<file path="src/pnpm_pkg.sv">
// constants for the next-page / mode register slice of the phy
// management bank; shared by the slice and its testbench
package pnpm_pkg;
    // register addresses on the management frame
    localparam logic [4:0] PNPM_LOCAL_NP_ADDR = 5'h07;
    localparam logic [4:0] PNPM_PARTNER_NP_ADDR = 5'h08;
    localparam logic [4:0] PNPM_AFE_CTRL_ADDR = 5'h11;
    localparam logic [4:0] PNPM_SYM_ERR_ADDR = 5'h15;
    localparam logic [4:0] PNPM_MODE_OVR_ADDR = 5'h16;
    // reset values
    localparam logic [10:0] PNPM_LOCAL_MSG_RST = 11'h001;
    localparam logic [15:0] PNPM_PARTNER_RST = 16'h0000;
    localparam logic [15:0] PNPM_AFE_CTRL_RST = 16'h0000;
    localparam logic [15:0] PNPM_SYM_ERR_RST = 16'h0000;
    localparam logic [15:0] PNPM_MODE_OVR_RST = 16'h0001;
    // field positions
    localparam int PNPM_SLOW_OSC_BIT = 5;
    localparam int PNPM_OVR_RO_BIT = 10;
    localparam int PNPM_OVR_BCAST_BIT = 9;
    localparam int PNPM_OVR_B2B_BIT = 7;
    localparam int PNPM_OVR_MII_BIT = 0;
    localparam logic [15:0] PNPM_OVR_WR_MASK = 16'hFBFF;
    // management frame timing, in mdc bits
    localparam logic [5:0] PNPM_PREAMBLE_BITS = 6'h20;
    localparam logic [5:0] PNPM_HDR_BITS = 6'h0D;
    localparam logic [5:0] PNPM_WR_BITS = 6'h12;
    localparam logic [5:0] PNPM_RD_END = 6'h11;
    localparam logic [1:0] PNPM_OP_READ = 2'h2;
    localparam logic [1:0] PNPM_OP_WRITE = 2'h1;
    typedef enum logic [1:0] {
        PNPM_IDLE, PNPM_HDR, PNPM_WRITE, PNPM_READ
    } pnpm_fsm_type;
endpackage : pnpm_pkg

</file>
<file path="src/pnpm_regs.sv">
// management-side register slice: local next page message, partner next
// page copy, slow oscillator control, symbol error counter, overrides.
// assumes mdc/mdio come from pins (async) and the autoneg/receive logic
// feeding partner_page and symbol_error_frame runs on core_clk.
`timescale 1ns/1ps
`default_nettype none
module pnpm_regs
    import pnpm_pkg::*;
(
    input wire logic core_clk,
    input wire logic nrst,
    input wire logic mdc,
    input wire logic mdio_in,
    output logic mdio_out,
    output logic mdio_oe,
    input wire logic [4:0] phy_addr_strap,
    input wire logic broadcast_disable_strap,
    input wire logic [15:0] partner_page,
    input wire logic partner_page_load,
    input wire logic symbol_error_frame,
    output logic [10:0] local_next_page_msg,
    output logic slow_osc_select,
    output logic analog_power_down,
    output logic broadcast_disable,
    output logic back_to_back_mode,
    output logic mii_mode_force
);
    typedef struct packed {
        logic [2:0] mdc_s;
        logic [2:0] mdio_s;
        logic mdc_lvl;
        logic mdio_lvl;
        pnpm_fsm_type fsm;
        logic [5:0] cnt;
        logic [15:0] shreg;
        logic out;
        logic oe;
        logic [10:0] msg;
        logic [15:0] partner;
        logic [15:0] afe;
        logic [15:0] sym_cnt;
        logic [15:0] ovr;
        logic strap_done;
        logic [4:0] phy_addr;
        logic bcast_strap;
        logic bcast_dis;
        logic [4:0] reg_addr;
    } pnpm_state_type;

    pnpm_state_type st_q, st_d;
    logic mdc_rise, bit_in, wr_apply, rd_clear;

    // register read decode
    function automatic logic [15:0] reg_read(input pnpm_state_type s,
                                             input logic [4:0] a);
        case (a)
            PNPM_LOCAL_NP_ADDR: reg_read = {5'h00, s.msg};
            PNPM_PARTNER_NP_ADDR: reg_read = s.partner;
            PNPM_AFE_CTRL_ADDR: reg_read = s.afe;
            PNPM_SYM_ERR_ADDR: reg_read = s.sym_cnt;
            PNPM_MODE_OVR_ADDR: reg_read = s.ovr;
            default: reg_read = 16'h0000;
        endcase
    endfunction : reg_read

    // next state: pin sync, frame engine, register updates
    always_comb begin
        st_d = st_q;
        mdc_rise = 1'b0;
        wr_apply = 1'b0;
        rd_clear = 1'b0;
        st_d.mdc_s = {st_q.mdc_s[1:0], mdc};
        st_d.mdio_s = {st_q.mdio_s[1:0], mdio_in};
        // a level counts only once stages two and three agree
        if (st_q.mdc_s[1] == st_q.mdc_s[2]) begin
            st_d.mdc_lvl = st_q.mdc_s[2];
        end
        if (st_q.mdio_s[1] == st_q.mdio_s[2]) begin
            st_d.mdio_lvl = st_q.mdio_s[2];
        end
        mdc_rise = st_d.mdc_lvl && !st_q.mdc_lvl;
        bit_in = st_d.mdio_lvl;
        // straps caught once, on the first edge after reset release
        if (!st_q.strap_done) begin
            st_d.strap_done = 1'b1;
            st_d.phy_addr = phy_addr_strap;
            st_d.bcast_strap = broadcast_disable_strap;
        end
        if (mdc_rise) begin
            case (st_q.fsm)
                PNPM_IDLE: begin
                    // preamble suppression is not supported
                    if (bit_in) begin
                        if (st_q.cnt != PNPM_PREAMBLE_BITS) begin
                            st_d.cnt = st_q.cnt + 6'h01;
                        end
                    end else if (st_q.cnt == PNPM_PREAMBLE_BITS) begin
                        st_d.fsm = PNPM_HDR;
                        st_d.cnt = 6'h00;
                    end else begin
                        st_d.cnt = 6'h00;
                    end
                end
                PNPM_HDR: begin
                    st_d.shreg = {st_q.shreg[14:0], bit_in};
                    st_d.cnt = st_q.cnt + 6'h01;
                    if (st_d.cnt == PNPM_HDR_BITS) begin
                        st_d.cnt = 6'h00;
                        st_d.fsm = PNPM_IDLE;
                        // register address kept for the write at frame end
                        st_d.reg_addr = st_d.shreg[4:0];
                        // address zero is broadcast unless disabled
                        if (st_d.shreg[12]
                            && (st_d.shreg[9:5] == st_q.phy_addr
                            || (st_d.shreg[9:5] == 5'h00
                            && !st_q.bcast_dis))) begin
                            if (st_d.shreg[11:10] == PNPM_OP_READ) begin
                                st_d.fsm = PNPM_READ;
                                st_d.shreg = reg_read(st_q, st_d.reg_addr);
                                // only the counter clears on being read
                                rd_clear = st_d.reg_addr
                                    == PNPM_SYM_ERR_ADDR;
                            end else if (st_d.shreg[11:10]
                                == PNPM_OP_WRITE) begin
                                st_d.fsm = PNPM_WRITE;
                            end
                        end
                    end
                end
                PNPM_WRITE: begin
                    // register address stays in shreg[4:0] until ta ends
                    st_d.cnt = st_q.cnt + 6'h01;
                    if (st_q.cnt < 6'h02) begin
                        st_d.shreg = st_q.shreg;
                    end else begin
                        st_d.shreg = {st_q.shreg[14:0], bit_in};
                    end
                    if (st_d.cnt == PNPM_WR_BITS) begin
                        wr_apply = 1'b1;
                        st_d.fsm = PNPM_IDLE;
                        st_d.cnt = 6'h00;
                    end
                end
                PNPM_READ: begin
                    // first edge ends ta's z bit, then drive 0, then data
                    st_d.cnt = st_q.cnt + 6'h01;
                    st_d.oe = 1'b1;
                    if (st_q.cnt == 6'h00) begin
                        st_d.out = 1'b0;
                    end else begin
                        st_d.out = st_q.shreg[15];
                        st_d.shreg = {st_q.shreg[14:0], 1'b0};
                    end
                    if (st_q.cnt == PNPM_RD_END) begin
                        st_d.oe = 1'b0;
                        st_d.out = 1'b0;
                        st_d.fsm = PNPM_IDLE;
                        st_d.cnt = 6'h00;
                    end
                end
                default: begin
                    st_d.fsm = PNPM_IDLE;
                    st_d.cnt = 6'h00;
                end
            endcase
        end
        // write target was latched at header time in reg_addr
        if (wr_apply) begin
            case (st_q.reg_addr)
                PNPM_LOCAL_NP_ADDR: st_d.msg = st_d.shreg[10:0];
                PNPM_AFE_CTRL_ADDR: st_d.afe = st_d.shreg;
                PNPM_MODE_OVR_ADDR:
                    st_d.ovr = st_d.shreg & PNPM_OVR_WR_MASK;
                default: ;
            endcase
        end
        if (partner_page_load) begin
            st_d.partner = partner_page;
        end
        // an error arriving with the clearing read is kept as one count
        if (rd_clear) begin
            st_d.sym_cnt = {15'h0000, symbol_error_frame};
        end else if (symbol_error_frame && st_q.sym_cnt != 16'hFFFF) begin
            st_d.sym_cnt = st_q.sym_cnt + 16'h0001;
        end
        st_d.bcast_dis = st_d.ovr[PNPM_OVR_BCAST_BIT]
            || st_d.bcast_strap;
    end

    always_ff @(posedge core_clk or negedge nrst) begin
        if (!nrst) begin
            st_q <= '0;
            st_q.fsm <= PNPM_IDLE;
            st_q.msg <= PNPM_LOCAL_MSG_RST;
            st_q.partner <= PNPM_PARTNER_RST;
            st_q.afe <= PNPM_AFE_CTRL_RST;
            st_q.sym_cnt <= PNPM_SYM_ERR_RST;
            st_q.ovr <= PNPM_MODE_OVR_RST;
        end else begin
            st_q <= st_d;
        end
    end

    // outputs straight from state flops
    assign mdio_out = st_q.out;
    assign mdio_oe = st_q.oe;
    assign local_next_page_msg = st_q.msg;
    assign slow_osc_select = st_q.afe[PNPM_SLOW_OSC_BIT];
    assign analog_power_down = st_q.afe[PNPM_SLOW_OSC_BIT];
    assign broadcast_disable = st_q.bcast_dis;
    // pairing with the mii bit is the controller's job
    assign back_to_back_mode = st_q.ovr[PNPM_OVR_B2B_BIT];
    assign mii_mode_force = st_q.ovr[PNPM_OVR_MII_BIT];

    msg_hold_a: assert property (
        @(posedge core_clk) disable iff (!nrst)
        !(wr_apply && st_q.reg_addr == PNPM_LOCAL_NP_ADDR)
        |=> $stable(st_q.msg))
        else $error("local message changed without a write");
    partner_load_a: assert property (
        @(posedge core_clk) disable iff (!nrst)
        partner_page_load |=> st_q.partner == $past(partner_page))
        else $error("partner page not captured");
    partner_hold_a: assert property (
        @(posedge core_clk) disable iff (!nrst)
        !partner_page_load |=> $stable(st_q.partner))
        else $error("partner page changed without load");
    slow_osc_pd_a: assert property (
        @(posedge core_clk) disable iff (!nrst)
        wr_apply && st_q.reg_addr == PNPM_AFE_CTRL_ADDR
        && st_d.shreg[PNPM_SLOW_OSC_BIT]
        |=> slow_osc_select && analog_power_down)
        else $error("slow oscillator did not force power-down");
    counter_inc_a: assert property (
        @(posedge core_clk) disable iff (!nrst)
        symbol_error_frame && !rd_clear && st_q.sym_cnt != 16'hFFFF
        |=> st_q.sym_cnt == $past(st_q.sym_cnt) + 16'h0001)
        else $error("symbol error not counted");
    counter_sat_a: assert property (
        @(posedge core_clk) disable iff (!nrst)
        st_q.sym_cnt == 16'hFFFF && !rd_clear |=> st_q.sym_cnt == 16'hFFFF)
        else $error("symbol error counter wrapped");
    read_clear_a: assert property (
        @(posedge core_clk) disable iff (!nrst)
        rd_clear && !symbol_error_frame |=> st_q.sym_cnt == 16'h0000)
        else $error("counter not cleared by read");
    bcast_ovr_a: assert property (
        @(posedge core_clk) disable iff (!nrst)
        st_q.ovr[PNPM_OVR_BCAST_BIT] |-> broadcast_disable)
        else $error("broadcast override not applied");
    ro_bit_zero_a: assert property (
        @(posedge core_clk) disable iff (!nrst)
        wr_apply |=> !st_q.ovr[PNPM_OVR_RO_BIT])
        else $error("read-only override bit became set");
    mii_write_a: assert property (
        @(posedge core_clk) disable iff (!nrst)
        wr_apply && st_q.reg_addr == PNPM_MODE_OVR_ADDR
        |=> mii_mode_force == $past(st_d.shreg[PNPM_OVR_MII_BIT]))
        else $error("mii override write lost");
endmodule : pnpm_regs
`default_nettype wire
</file>
<file path="config.mk">
export PLATFORM = sky130hd
export DESIGN_NAME = pnpm_regs
export DESIGN_NICKNAME = d
export VERILOG_FILES = /design/src/pnpm_pkg.sv /design/src/pnpm_regs.sv
export SDC_FILE = /design/constraint.sdc
export NUM_CORES = 1
export LEC_CHECK = 0
export BUFFER_PORTS_ARGS = -buffer_cell sky130_fd_sc_hd__clkbuf_2
export CAP_MARGIN = 0
export CELL_PAD_IN_SITES_DETAIL_PLACEMENT = 1
export CELL_PAD_IN_SITES_GLOBAL_PLACEMENT = 2
export CORE_ASPECT_RATIO = 0.5
export CORE_UTILIZATION = 40
export CTS_CLUSTER_DIAMETER = 30
export DETAILED_ROUTE_END_ITERATION = 7
export PLACE_DENSITY = 0.92
export SLEW_MARGIN = 30
export SYNTH_ARGS = -nofsm -noshare
export SYNTH_HDL_FRONTEND = slang
export SYNTH_SLANG_ARGS = --single-unit
</file>
<file path="constraint.sdc">
create_clock -name core_clk -period 2.99 [get_ports core_clk]
set_clock_uncertainty 0.1 [all_clocks]
set_input_delay 0.4485 -clock core_clk [delete_from_list [all_inputs] [get_ports core_clk]]
set_output_delay 0.4485 -clock core_clk [all_outputs]
set_load 0.01 [all_outputs]
</file>
# ---- Yosys cells after proc, flatten, opt, wreduce, memory -nomap -nowiden
# Cells that the tools add are included.
dict set report classes {
  add_sub_neg 2
  mul 0
  div 0
  magnitude_cmp 1
  n_eq_ne 28
  shifts 0
  n_mux 36
  n_bitwise 0
  n_reduce_logical 19
}
# cell n
set op_table {}
lappend op_table {{two-way mux 16 bit} 6}
lappend op_table {{one-hot mux 16 bit (5 select lines)} 1}
lappend op_table {{one-hot mux 16 bit (3 select lines)} 1}
lappend op_table {{one-hot mux 8 bit (4 select lines)} 1}
lappend op_table {{== test 5 bit, second input constant} 5}
lappend op_table {{two-way mux 24 bit} 1}
lappend op_table {{two-way mux 10 bit} 2}
lappend op_table {{two-way mux 18 bit} 1}
lappend op_table {{adder 16 x 1 -> 16 bit, second input constant} 1}
lappend op_table {{two-way mux 8 bit} 2}
lappend op_table {{!= test 16 bit, second input constant} 1}
lappend op_table {{two-way mux 2 bit} 7}
lappend op_table {{== test 6 x 5 -> 1 bit, second input constant} 2}
lappend op_table {{two-way mux 1 bit} 12}
lappend op_table {{two-way mux 6 bit} 2}
lappend op_table {{== test 5 x 3 -> 1 bit, second input constant} 2}
lappend op_table {{!= test 2 bit, second input constant} 5}
lappend op_table {{AND reduction 2 bit} 5}
lappend op_table {{adder 6 x 1 -> 6 bit, second input constant} 1}
lappend op_table {{== test 2 bit, second input constant} 3}
lappend op_table {{== test 6 x 4 -> 1 bit, second input constant} 1}
lappend op_table {{== test 6 bit, second input constant} 1}
lappend op_table {{zero test 6 bit} 1}
lappend op_table {{less-than comparator 6 x 2 -> 1 bit, second input constant} 1}
lappend op_table {{14 further kinds} 21}
dict set report totals {
  register_bits 121
  latchBits 0
  mem_bits_rw 0
  mem_bits_ro 0
  input_bits 28
  output_inout_bits 18
  word_cells 106
  mem_count 0
}

# ---- Depth between registers and ports, before layout
# Gate-level depths: netlist (run 1).
dict set report logic_depth {
  word_depth 12
  ltp_mapped 9
  ltp_nobuf 8
}

# ---- Least setup slack after synthesis (run 1)
# No wires, ideal clock.
dict set report synth_timing {
  path_kind {flip-flop to flip-flop}
  start {register st_q[107] (netlist name)}
  end {register st_q[29] (netlist name)}
  setup_ns 0.125
  arrival_time_ns 1.999
  required_time_ns 2.765
  path_slack_ns 0.766
  stages_incl_launch_ff 9
  path_buffers 0
  synth_period_minus_slack_ns 2.224
  path_cell_list {dfrtp_1 inv_1 ha_1 nor3b_2 nand2_1 o32ai_4 nand3_4 nor4_4 mux2_4}
}
dict set report synth_between {
  elab_chain_len 6
  elab_cells_between_ends 7
  classes_between {1 x add/sub; 1 x eq/ne; 4 x mux; 1 x reduce/logical}
}
# element line
set synth_rtl {}
lappend synth_rtl {{start, declared} pnpm_regs.sv:50} ;# pnpm_state_type st_q, st_d;
lappend synth_rtl {{start signal, assigned} pnpm_regs.sv:200} ;# st_q <= st_d;
lappend synth_rtl {{adder 6 x 1 -> 6 bit *} pnpm_regs.sv:106} ;# st_d.cnt = st_q.cnt + 6'h01;
lappend synth_rtl {{== test 6 x 4 -> 1 bit *} pnpm_regs.sv:107} ;# if (st_d.cnt == PNPM_HDR_BITS) begin
lappend synth_rtl {{two-way mux 1 bit *} pnpm_regs.sv:107}
lappend synth_rtl {{two-way mux 1 bit *} pnpm_regs.sv:90} ;# case (st_q.fsm)
lappend synth_rtl {{two-way mux 1 bit *} pnpm_regs.sv:89} ;# if (mdc_rise) begin
lappend synth_rtl {{two-way mux 16 bit / nonzero test 2 bit (equally long branches)} -}
# Every way passes the cells marked *; elsewhere a longest branch is shown, timed or not.
# A chain may end at the register's enable or synchronous reset.

# ---- Final worst setup path (run 1)
dict set report layout_timing {
  start {register st_q[106] (netlist name)}
  end {register st_q[59] (netlist name)}
}
dict set report layout_between {
  elab_chain_len 6
  elab_cells_between_ends 14
  classes_between {1 x add/sub; 1 x order compare; 2 x eq/ne; 8 x mux; 2 x reduce/logical}
}
# element line
set layout_rtl {}
lappend layout_rtl {{adder 6 x 1 -> 6 bit} {pnpm_regs.sv:106, pnpm_regs.sv:132}}
lappend layout_rtl {{== test 6 x 5 -> 1 bit} pnpm_regs.sv:138} ;# if (st_d.cnt == PNPM_WR_BITS) begin
lappend layout_rtl {{two-way mux 1 bit} pnpm_regs.sv:138}
lappend layout_rtl {{two-way mux 1 bit} pnpm_regs.sv:90}
lappend layout_rtl {{two-way mux 1 bit} pnpm_regs.sv:89}
lappend layout_rtl {{AND reduction 2 bit (no line)} -}
# Several ways; a longest one is shown, not always the timed one. The select of a mux whose other input is x is not followed.

==> results, run 1 <==
- The buffers inserted during post-CTS setup optimization is 0.
- TritonCTS built the clock tree.
- Setup repair after global routing left no endpoint under its margin.
- The violation count after the first detailed-route iteration is 355.
- At the worst endpoint, the required time is 3.17 ns.
- From synthesis to final layout, the design area changed by 16.4%.
- The synthesized design contains 0 enable-type register cells.
- The achievable clock frequency is 365 MHz.
- The via count of the first global-routing pass is 5354.
- For this run, design rule violations remaining after detail routing come to 0.
- The fraction of synthesis flops using an asynchronous set or reset pin is 100%.
- The minimum clock period after layout is 2.74 ns.
- Clock-pin slew was measured on the worst setup and hold paths at 0.06 ns.
- Headroom to the max-slew limit came out at 57.4%.
- The area fraction of the dominant cell type after synthesis is 47.4%.
- The post-route netlist has 24.6% of its cells at a drive strength greater than 1.
- Following the worst setup path forward leads to its endpoint at st_q[59].
- The floorplan has 31 rows.
- Across all hold checks on the routed design, the worst slack comes to 0.0340 ns.
- The tree built by TritonCTS fans out to 121 sinks.
- The post-detailed-routing wire length is 18.2 mm.
- The number of buffers added on ports is 45.
- The root cell of the clock tree is clkbuf_16.
- The maximum root-to-sink buffer count is 2.
- Walking the worst path, the cells encountered are ha_1 -> nor3b_1 -> a31oi_1 -> nor3b_4 -> nand3_2 -> buf_4 -> nand2_1 -> o21ai_0.
- Global routing used 24.4% of the available tracks.
- In this design, the stage delay of the slowest critical-path cell is 0.47 ns.
- The fraction of the yosys area taken by sequential cells is 48.3%.
- For this design, the slowest cell found on the critical path is nor3b_4.
- The path type of the worst setup path is register to register.
- The number of buffers added to fix hold violations after cts is 1.
- The endpoint identified for the worst register-to-register timing path is st_q[59].
- Ranked by total cell area, the synthesized netlist is headed by dfrtp_1 47%, nand2_1 5.6%, mux2_2 5.6%.
- The critical path startpoint is st_q[106].
- Of the available clock period, the critical path in the final layout requires 91.6%.
- The count of pins on the block boundary is 46.
- The later pin in the worst-skew pair is clocked with a latency of 0.43 ns.
- The flop and latch count out of synthesis is 121.
- The net count after synthesis is 645.
- The total clock buffers created by CTS is 17.
- The wire length of the first global-routing pass is 29.9 mm.
- At the pin with the least slew margin, the transition time is 0.639 ns.
- The synthesized cell area is 6280 um2.
- The post-DP HPWL is 12.4 mm.
- Routability-driven placement finished with a final weighted congestion of 0.857.
- For this run, the detailed router's first-pass iteration total came to 5.
- The horizontal die dimension is 179 um.
- After floorplanning, the core was sized to cover 14900 um2.
- The count of endpoints failing hold in the final timing report is 0.
- STA puts the critical path data arrival time at 2.92 ns.
- The worst vdd rail ir drop is 0.000364 V.
- The number of nets with antenna violations after routing is 0.
- The maximum net fanout on the critical path is 19.
- The leading area contributor after synthesis is dfrtp_1.
- The flow ran to the end, and the final reports show no timing, DRC or antenna violations.
- The number of instances in the synthesized netlist is 611.
- The min-delay analysis places its worst path in the category input port to register.
- Averaged over all synthesized cells, the footprint is 10.3 um2.
- The reg-to-reg critical path startpoint is st_q[106].
- After detailed routing, the average wire length per cell comes to 21.1 um.
- The most used standard cell by instance count after synthesis is dfrtp_1.
- The initial cell density of the core is 42.2%.
- In this run the register-to-register setup slack is 0.25 ns.
- The startpoint class of the critical path is a register.
- Across the run, the number of max-cap violations was 0.
- The final global-route overflow total is 0.
- The commonest cells after synthesis are 119 x dfrtp_1, 94 x nand2_1, 34 x o21ai_0, 32 x nor2_1, 31 x mux2_2.
- Entering global routing, the biggest net connects 50 pins.
- The leakage power is 3.11 nW.
- Adding up every negative setup slack in the final design gives 0 ns.
- After detailed routing, the number of vias per cell comes to 5.88.
- The H-tree depth is 4.
- The number of diodes added for antenna fixing is 0.
- Synthesis instantiated 81 different standard cells from the library.
- The number of cells on the worst reg-to-reg path is 8.
- The height of the die is 90.6 um.
- The net count of the finished layout is 689.
- The count of pins over their slew limit is 0.
- The most used flip-flop cell after synthesis is dfrtp_1.
- Dividing total power by cell area gives a power density of 628 nW/um2.
- The count of warnings emitted by yosys is 0.
- The via total after detailed routing is 5090.
- In this run, post-CTS repair resized a total of 0 instances.
- Setup violations remaining at the end of the flow were counted as 0.
- The initial antenna violation count is 0.
- The die covers 16200 um2.
- The worst setup path is captured at a register.
## routing by layer
| metal | up-vias | wire [um] | global-route usage (%) |
|---|---|---|---|
| met2 | 117 | 8570 | 38.2 |
| met4 | 0 | 276 | 7.84 |
| met5 | - | 0 | 0 |
| met1 | 2656 | 8670 | 34.4 |
| li1 | 2294 | - | - |
| met3 | 23 | 717 | 4.25 |
## sequential cells by signal, indices dropped and copies added, names as in the netlist
name / cells
back_to_back_mode: 1
st_d: 4
st_q: 100
mdio_oe: 1
mdio_out: 1
local_next_page_msg: 11
mii_mode_force: 1
broadcast_disable: 1
analog_power_down: 1
## logic make-up after synthesis
| group | count (synthesis) | share of synthesized area [%] |
|---|---|---|
| XOR/XNOR | 22 | 3.07 |
| AO/OA/AOI/OAI | 156 | 17.0 |
| other | 1 | 0.0597 |
| AND/OR/NAND/NOR | 203 | 17.5 |
| multiplexers | 47 | 8.19 |
| adder cells (fa/ha/maj) | 7 | 1.36 |
| buffers and inverters | 54 | 4.56 |
| flip-flops | 121 | 48.3 |
## cell usage in the layout, fill, tap and decap left out, types with 3 or more instances in the layout
cell and instances:
dfrtp_1 119, nand2_1 94, clkbuf_2 44, o21ai_0 34
nor2_1 32, mux2_2 31, a21oi_1 26, buf_4 21
clkbuf_16 17, mux2i_1 15, nand3_1 15, a22oi_1 13
o21ai_1 12, xor2_1 12, inv_1 10, xnor2_1 10
o22ai_1 10, o211ai_1 10, and3_1 9, a31oi_1 8
a21o_1 6, o221ai_1 6, ha_1 6, o22a_1 5
a221oi_1 5, clkinv_4 5, inv_6 5, nand2b_1 4
nand4_1 4, or2_2 3, nor3b_2 3, and4_1 3
nand3b_1 3, nor2b_1 3, nor3_1 3, and2_1 3
bufinv_16 3
## per-stage QoR
stage          power (mW)  std cells  util [%]  instance area, um2  worst slack [ns]
6_report             4.59        866      49.1                7310             0.250
5_1_grt              4.75        866      49.1                7310            0.0402
4_1_cts              4.61        866      49.1                7310             0.276
3_5_place_dp         2.44        833      44.9                6680             0.305
3_3_place_gp         2.41        833      44.9                6680             0.407
2_1_floorplan        2.26        611         -                6280             0.766
## report_power, final
| group | switching (mW) | leakage, nW | internal, mW |
|---|---|---|---|
| combinational | 0.292 | 1.21 | 0.250 |
| clock | 0.836 | 0.296 | 1.33 |
| sequential | 0.137 | 1.60 | 1.74 |
| total | 1.26 | 3.11 | 3.32 |
## cell type report
type	instances	area (um2)
Fill cell	1679	7590
Inverter	12	45.0
Sequential cell	121	3030
Multi-Input combinational cell	436	2960
Clock buffer	18	429
Clock inverter	14	185
Timing Repair Buffer	67	408
Tap cell	198	248
## worst max-delay path, delay by kind of cell, from the launching register on
family	cells	cell delay, ns
buffers and inverters	1	0.31
and+or+nand+nor	4	1.19
adders and majority gates	1	0.35
AOI/OAI and AO/OA	2	0.17
DFF	1	0.46
## worst min path at each step
stage | start | endpoint | slack, ns | cells after the start
floorplan | nrst | analog_power_down | 0.05 | 0
global placement | st_d[120] | st_d[121] | 0.26 | 0
detailed placement | st_d[120] | st_d[121] | 0.26 | 0
CTS | mdc | st_d[120] | 0.04 | 1
global route | mdc | st_d[120] | 0.04 | 1
finish | mdc | st_d[120] | 0.03 | 1
Power figures use the tool's default switching activity.
==> run 2: changes to the inputs <==
--- a/config.mk
+++ b/config.mk
@@ -5,15 +5,16 @@
 export SDC_FILE = /design/constraint.sdc
 export NUM_CORES = 1
 export LEC_CHECK = 0
+export ABC_AREA = 1
 export BUFFER_PORTS_ARGS = -buffer_cell sky130_fd_sc_hd__clkbuf_2
 export CAP_MARGIN = 0
 export CELL_PAD_IN_SITES_DETAIL_PLACEMENT = 1
 export CELL_PAD_IN_SITES_GLOBAL_PLACEMENT = 2
 export CORE_ASPECT_RATIO = 0.5
-export CORE_UTILIZATION = 40
+export CORE_UTILIZATION = 36
 export CTS_CLUSTER_DIAMETER = 30
 export DETAILED_ROUTE_END_ITERATION = 7
-export PLACE_DENSITY = 0.92
+export PLACE_DENSITY = 0.9
 export SLEW_MARGIN = 30
 export SYNTH_ARGS = -nofsm -noshare
 export SYNTH_HDL_FRONTEND = slang
==> run 2 against run 1 <==
Compared with the run above: the run now ends with hold timing left; register-to-register slack improved by 0.04 ns; via count increased by 20%; final area increased by 5.4%; wire length increased by 20%; critical path type unchanged; highest routed layer unchanged.
==> results, run 2 <==
- The run finished, with violations left.
- The checks that failed: hold timing.
- dfrtp_1 takes more of the synthesized area than any other cell.
- The path type of the worst setup path is register to register.
- The layout filler cell count is 2156.
- The cell depth of the worst flop-to-flop path is 14.
- The area fraction of the dominant cell type after synthesis is 44.3%.
- The area fraction in and, or, nand and nor cells after synthesis is 33.5%.
- After clock tree synthesis, the clock-pin slew on the worst setup and hold paths is 0.07 ns.
- The CTS tree is done.
- At the worst endpoint, the arrival time is 2.96 ns.
- The minimum hold slack is -0.0311 ns.
- Synthesis produced 855 cells.
- The horizontal die dimension is 195 um.
- At the end of the flow, the number of nets in the layout was 930.
- The number of gates resized after CTS was 0.
- The floorplan step defined a die boundary enclosing 19300 um2.
- The count of nets left with antenna violations once routing finished came out at 0.
- The first global-routing pass estimated 35.8 mm of wire.
- The post-synthesis compound-gate area fraction is 9.19%.
- Compared with the post-synthesis result, the final layout area differs by 14.6%.
- In this run the worst path has a maximum fanout of 7.
- In the synthesized netlist the async set-or-reset flop fraction comes to 100%.
- The post-layout instance area is 7700 um2.
- The minimum clock period after layout is 2.70 ns.
- Across every metal layer, demand over resource in global routing totals 24.2%.
- Setup repair after global routing left no endpoint under its margin.
- The root cell of the clock tree is clkbuf_16.
- The H-tree depth is 4.
- In this run the static leakage power is 3.84 nW.
- Derived from the worst setup path, the maximum achievable clock frequency is 370 MHz.
- The number of endpoints failing setup at the final stage is 0.
- STA puts the critical path data required time at 3.24 ns.
- Counting flops per register, the top entry is st_q.
- The buffers inserted during post-CTS setup optimization is 0.
- The most used standard cell by instance count after synthesis is nand2_1.
- The flop and latch count out of synthesis is 121.
- In the final layout, flip-flops and latches occupy 3030 um2.
- The register with the most flip-flops in the layout has 100 of them.
- In the routed design, unresolved DRC markers number 0.
- Sequential cells were found to cover 45.1% of the synthesized design area.
- The synthesized cell area is 6720 um2.
- The first TritonRoute pass finished after 5 iterations.
- The startpoint class of the critical path is a register.
- The post-place instance area is 7110 um2.
- The kind of end point of the critical path is a register.
- Dividing the synthesized area by the synthesized cell count gives 7.86 um2.
- The total clock buffers created by CTS is 17.
- The count of pins over their slew limit is 0.
- The violation count after the first detailed-route iteration is 445.
- The tightest slew margin relative to the limit is 31.7%.
- The pin slew with the least headroom to its limit is 1.02 ns.
- Counting along the longest clock path gives a buffer depth of 2.
- The count of endpoints failing hold in the final timing report is 11.
- The clock latency of the later-clocked register in the worst-skew pair is 0.42 ns.
- The HPWL after detailed placement is 15.7 mm.
- The via total after detailed routing is 6118.
- Ranked by instance count, the synthesized netlist is headed by 253 x nand2_1, 130 x nand3_1, 119 x dfrtp_1, 73 x inv_1, 50 x nor2_1.
- By area the synthesized netlist is led by dfrtp_1 44%, nand2_1 14%, nand3_1 9.7%.
- Summed over all layers, the global routing overflow is 0.
- For this run, the leading register cell type out of synthesis is dfrtp_1.
- The initial antenna violation count was 0.
- The post-detailed-routing wire length is 21.8 mm.
- The share of cell area taken by muxes after synthesis is 1.68%.
- The placement row count is 34.
- Of the total synthesized cell area, the portion taken by full adders, half adders and majority gates is 1.12%.
- The tightest min-delay check is of the input port to async pin type.
- The number of buffers added to fix hold violations after cts is 0.
- The via count of the first global-routing pass is 6407.
- The dominant combinational cell family by area after synthesis is simple AND/OR/NAND/NOR gates.
- The worst vdd rail ir drop is 0.000427 V.
- The setup TNS after final layout is 0 ns.
- The share of layout cells above drive strength 1 is 16.0%.
- Counting distinct cell types in the post-synthesis netlist gives 41.
- The endpoint of the worst-slack reg-to-reg timing path is st_q[49].
- The average wire length per cell after detail routing is 19.1 um.
- The library cells used most frequently in the layout, excluding fill and tap cells, are 253 x nand2_1, 130 x nand3_1, 119 x dfrtp_1.
- The cell area power density is 566 nW/um2.
- The number of nets handed over by synthesis was 889.
- Entering global routing, the biggest net connects 52 pins.
- The initial cell density of the core is 37.7%.
- Counting every sink on the clock net gives 121.
- At the end of routability-driven placement, the weighted congestion stood at 0.821.
- The via count normalized by instance count is 5.35.
- The number of buffers added on ports is 45.
- The core area is 17800 um2.
- The number of antenna diodes in the final layout is 0.
- Yosys printed 0 warnings.
- Summing the areas of all xor and xnor instances in the mapped netlist gives 1.04% of the synthesized area.
- The tool flagged a number of max-cap violations equal to 0.
- The register-to-register setup slack is 0.29 ns.
- The worst register-to-register path begins at st_q[93].
- The number of flops mapped to enable cells by yosys is 0.
- The die is 98.6 um tall.
- Leaving out fill and tap cells, the most frequent cell in the layout is nand2_1.
- The count of pins on the block boundary is 46.
- Dividing the final minimum period by the clock period gives 90.4%.
- The total area of multi-input combinational cells is 3130 um2.
## run 2: changes by cell type in the layout (fill, tap and decap cells not counted), moves of 13 or more
cell / change
mux2_2: -21
nand3_1: +115
inv_1: +63
mux2i_1: -15
nor2_1: +18
nand2_1: +159
a22oi_1: -13
## run 2: final cells by class
cell class | instances | share of cell area, %
repair buffers | 60 | 4.58
inverters | 81 | 3.95
clock inverters | 14 | 2.13
flip-flops and latches | 121 | 39.3
multi-input cells | 615 | 40.6
clock buffers | 18 | 5.57
well taps | 234 | 3.80
## run 2: cell families after synthesis
kind of cell               after synthesis
AOI/OAI and AO/OA                       98
xor gates and xnor gates                 8
adders and majority gates                6
buffers and inverters                  119
DFF                                    121
muxes                                   10
other                                    1
and+or+nand+nor                        492
## run 2: worst max-delay path by stage
stage	depth (start not counted)	to	slack, ns	from
2_1_floorplan	13	broadcast_disable	0.91	st_q[106]
3_3_place_gp	12	st_q[18]	0.38	st_q[106]
3_5_place_dp	12	local_next_page_msg[5]	0.35	st_q[106]
4_1_cts	12	st_q[15]	0.30	st_q[106]
5_1_grt	12	st_q[15]	0.07	st_q[106]
6_report	14	st_q[49]	0.29	st_q[93]
## run 2: per-layer routing
metal  routed length, um  global-route usage (%)  up-vias
li1                    -                       -     2909
met1               10300                    33.3     3064
met2               10400                    39.9      120
met3                 794                    3.76       25
met4                 359                    6.66        0
met5                   0                       0        -
## run 2: critical path, stage by stage, from the launching register on
cell,delay (ns)
dfrtp_1,0.46
inv_1,0.20
nand3_1,0.11
nor2_1,0.51
buf_4,0.28
nand3_1,0.10
nand2_1,0.11
nor2_1,0.05
nand2_1,0.13
nand3_1,0.10
nand2_1,0.09
nand2_1,0.06
nand2_1,0.15
nand3_1,0.11
nand2_1,0.08
## run 2: metrics by stage
stage / instances / util [%] / hold WS [ns] / worst slack (ns) / power (mW)
2_1_floorplan: 855 / - / 0.0529 / 0.910 / 2.07
3_3_place_gp: 1111 / 39.9 / 0.235 / 0.382 / 2.25
3_5_place_dp: 1111 / 39.9 / 0.238 / 0.349 / 2.27
4_1_cts: 1143 / 43.2 / 0.00323 / 0.295 / 4.38
5_1_grt: 1143 / 43.2 / 0.0312 / 0.0683 / 4.51
6_report: 1143 / 43.2 / -0.0311 / 0.286 / 4.36
## run 2: power breakdown
part           total, mW  switching (mW)  internal [mW]
registers           1.82          0.0918           1.73
logic              0.433           0.309          0.124
clock network       2.11           0.856           1.25
total               4.36            1.26           3.11
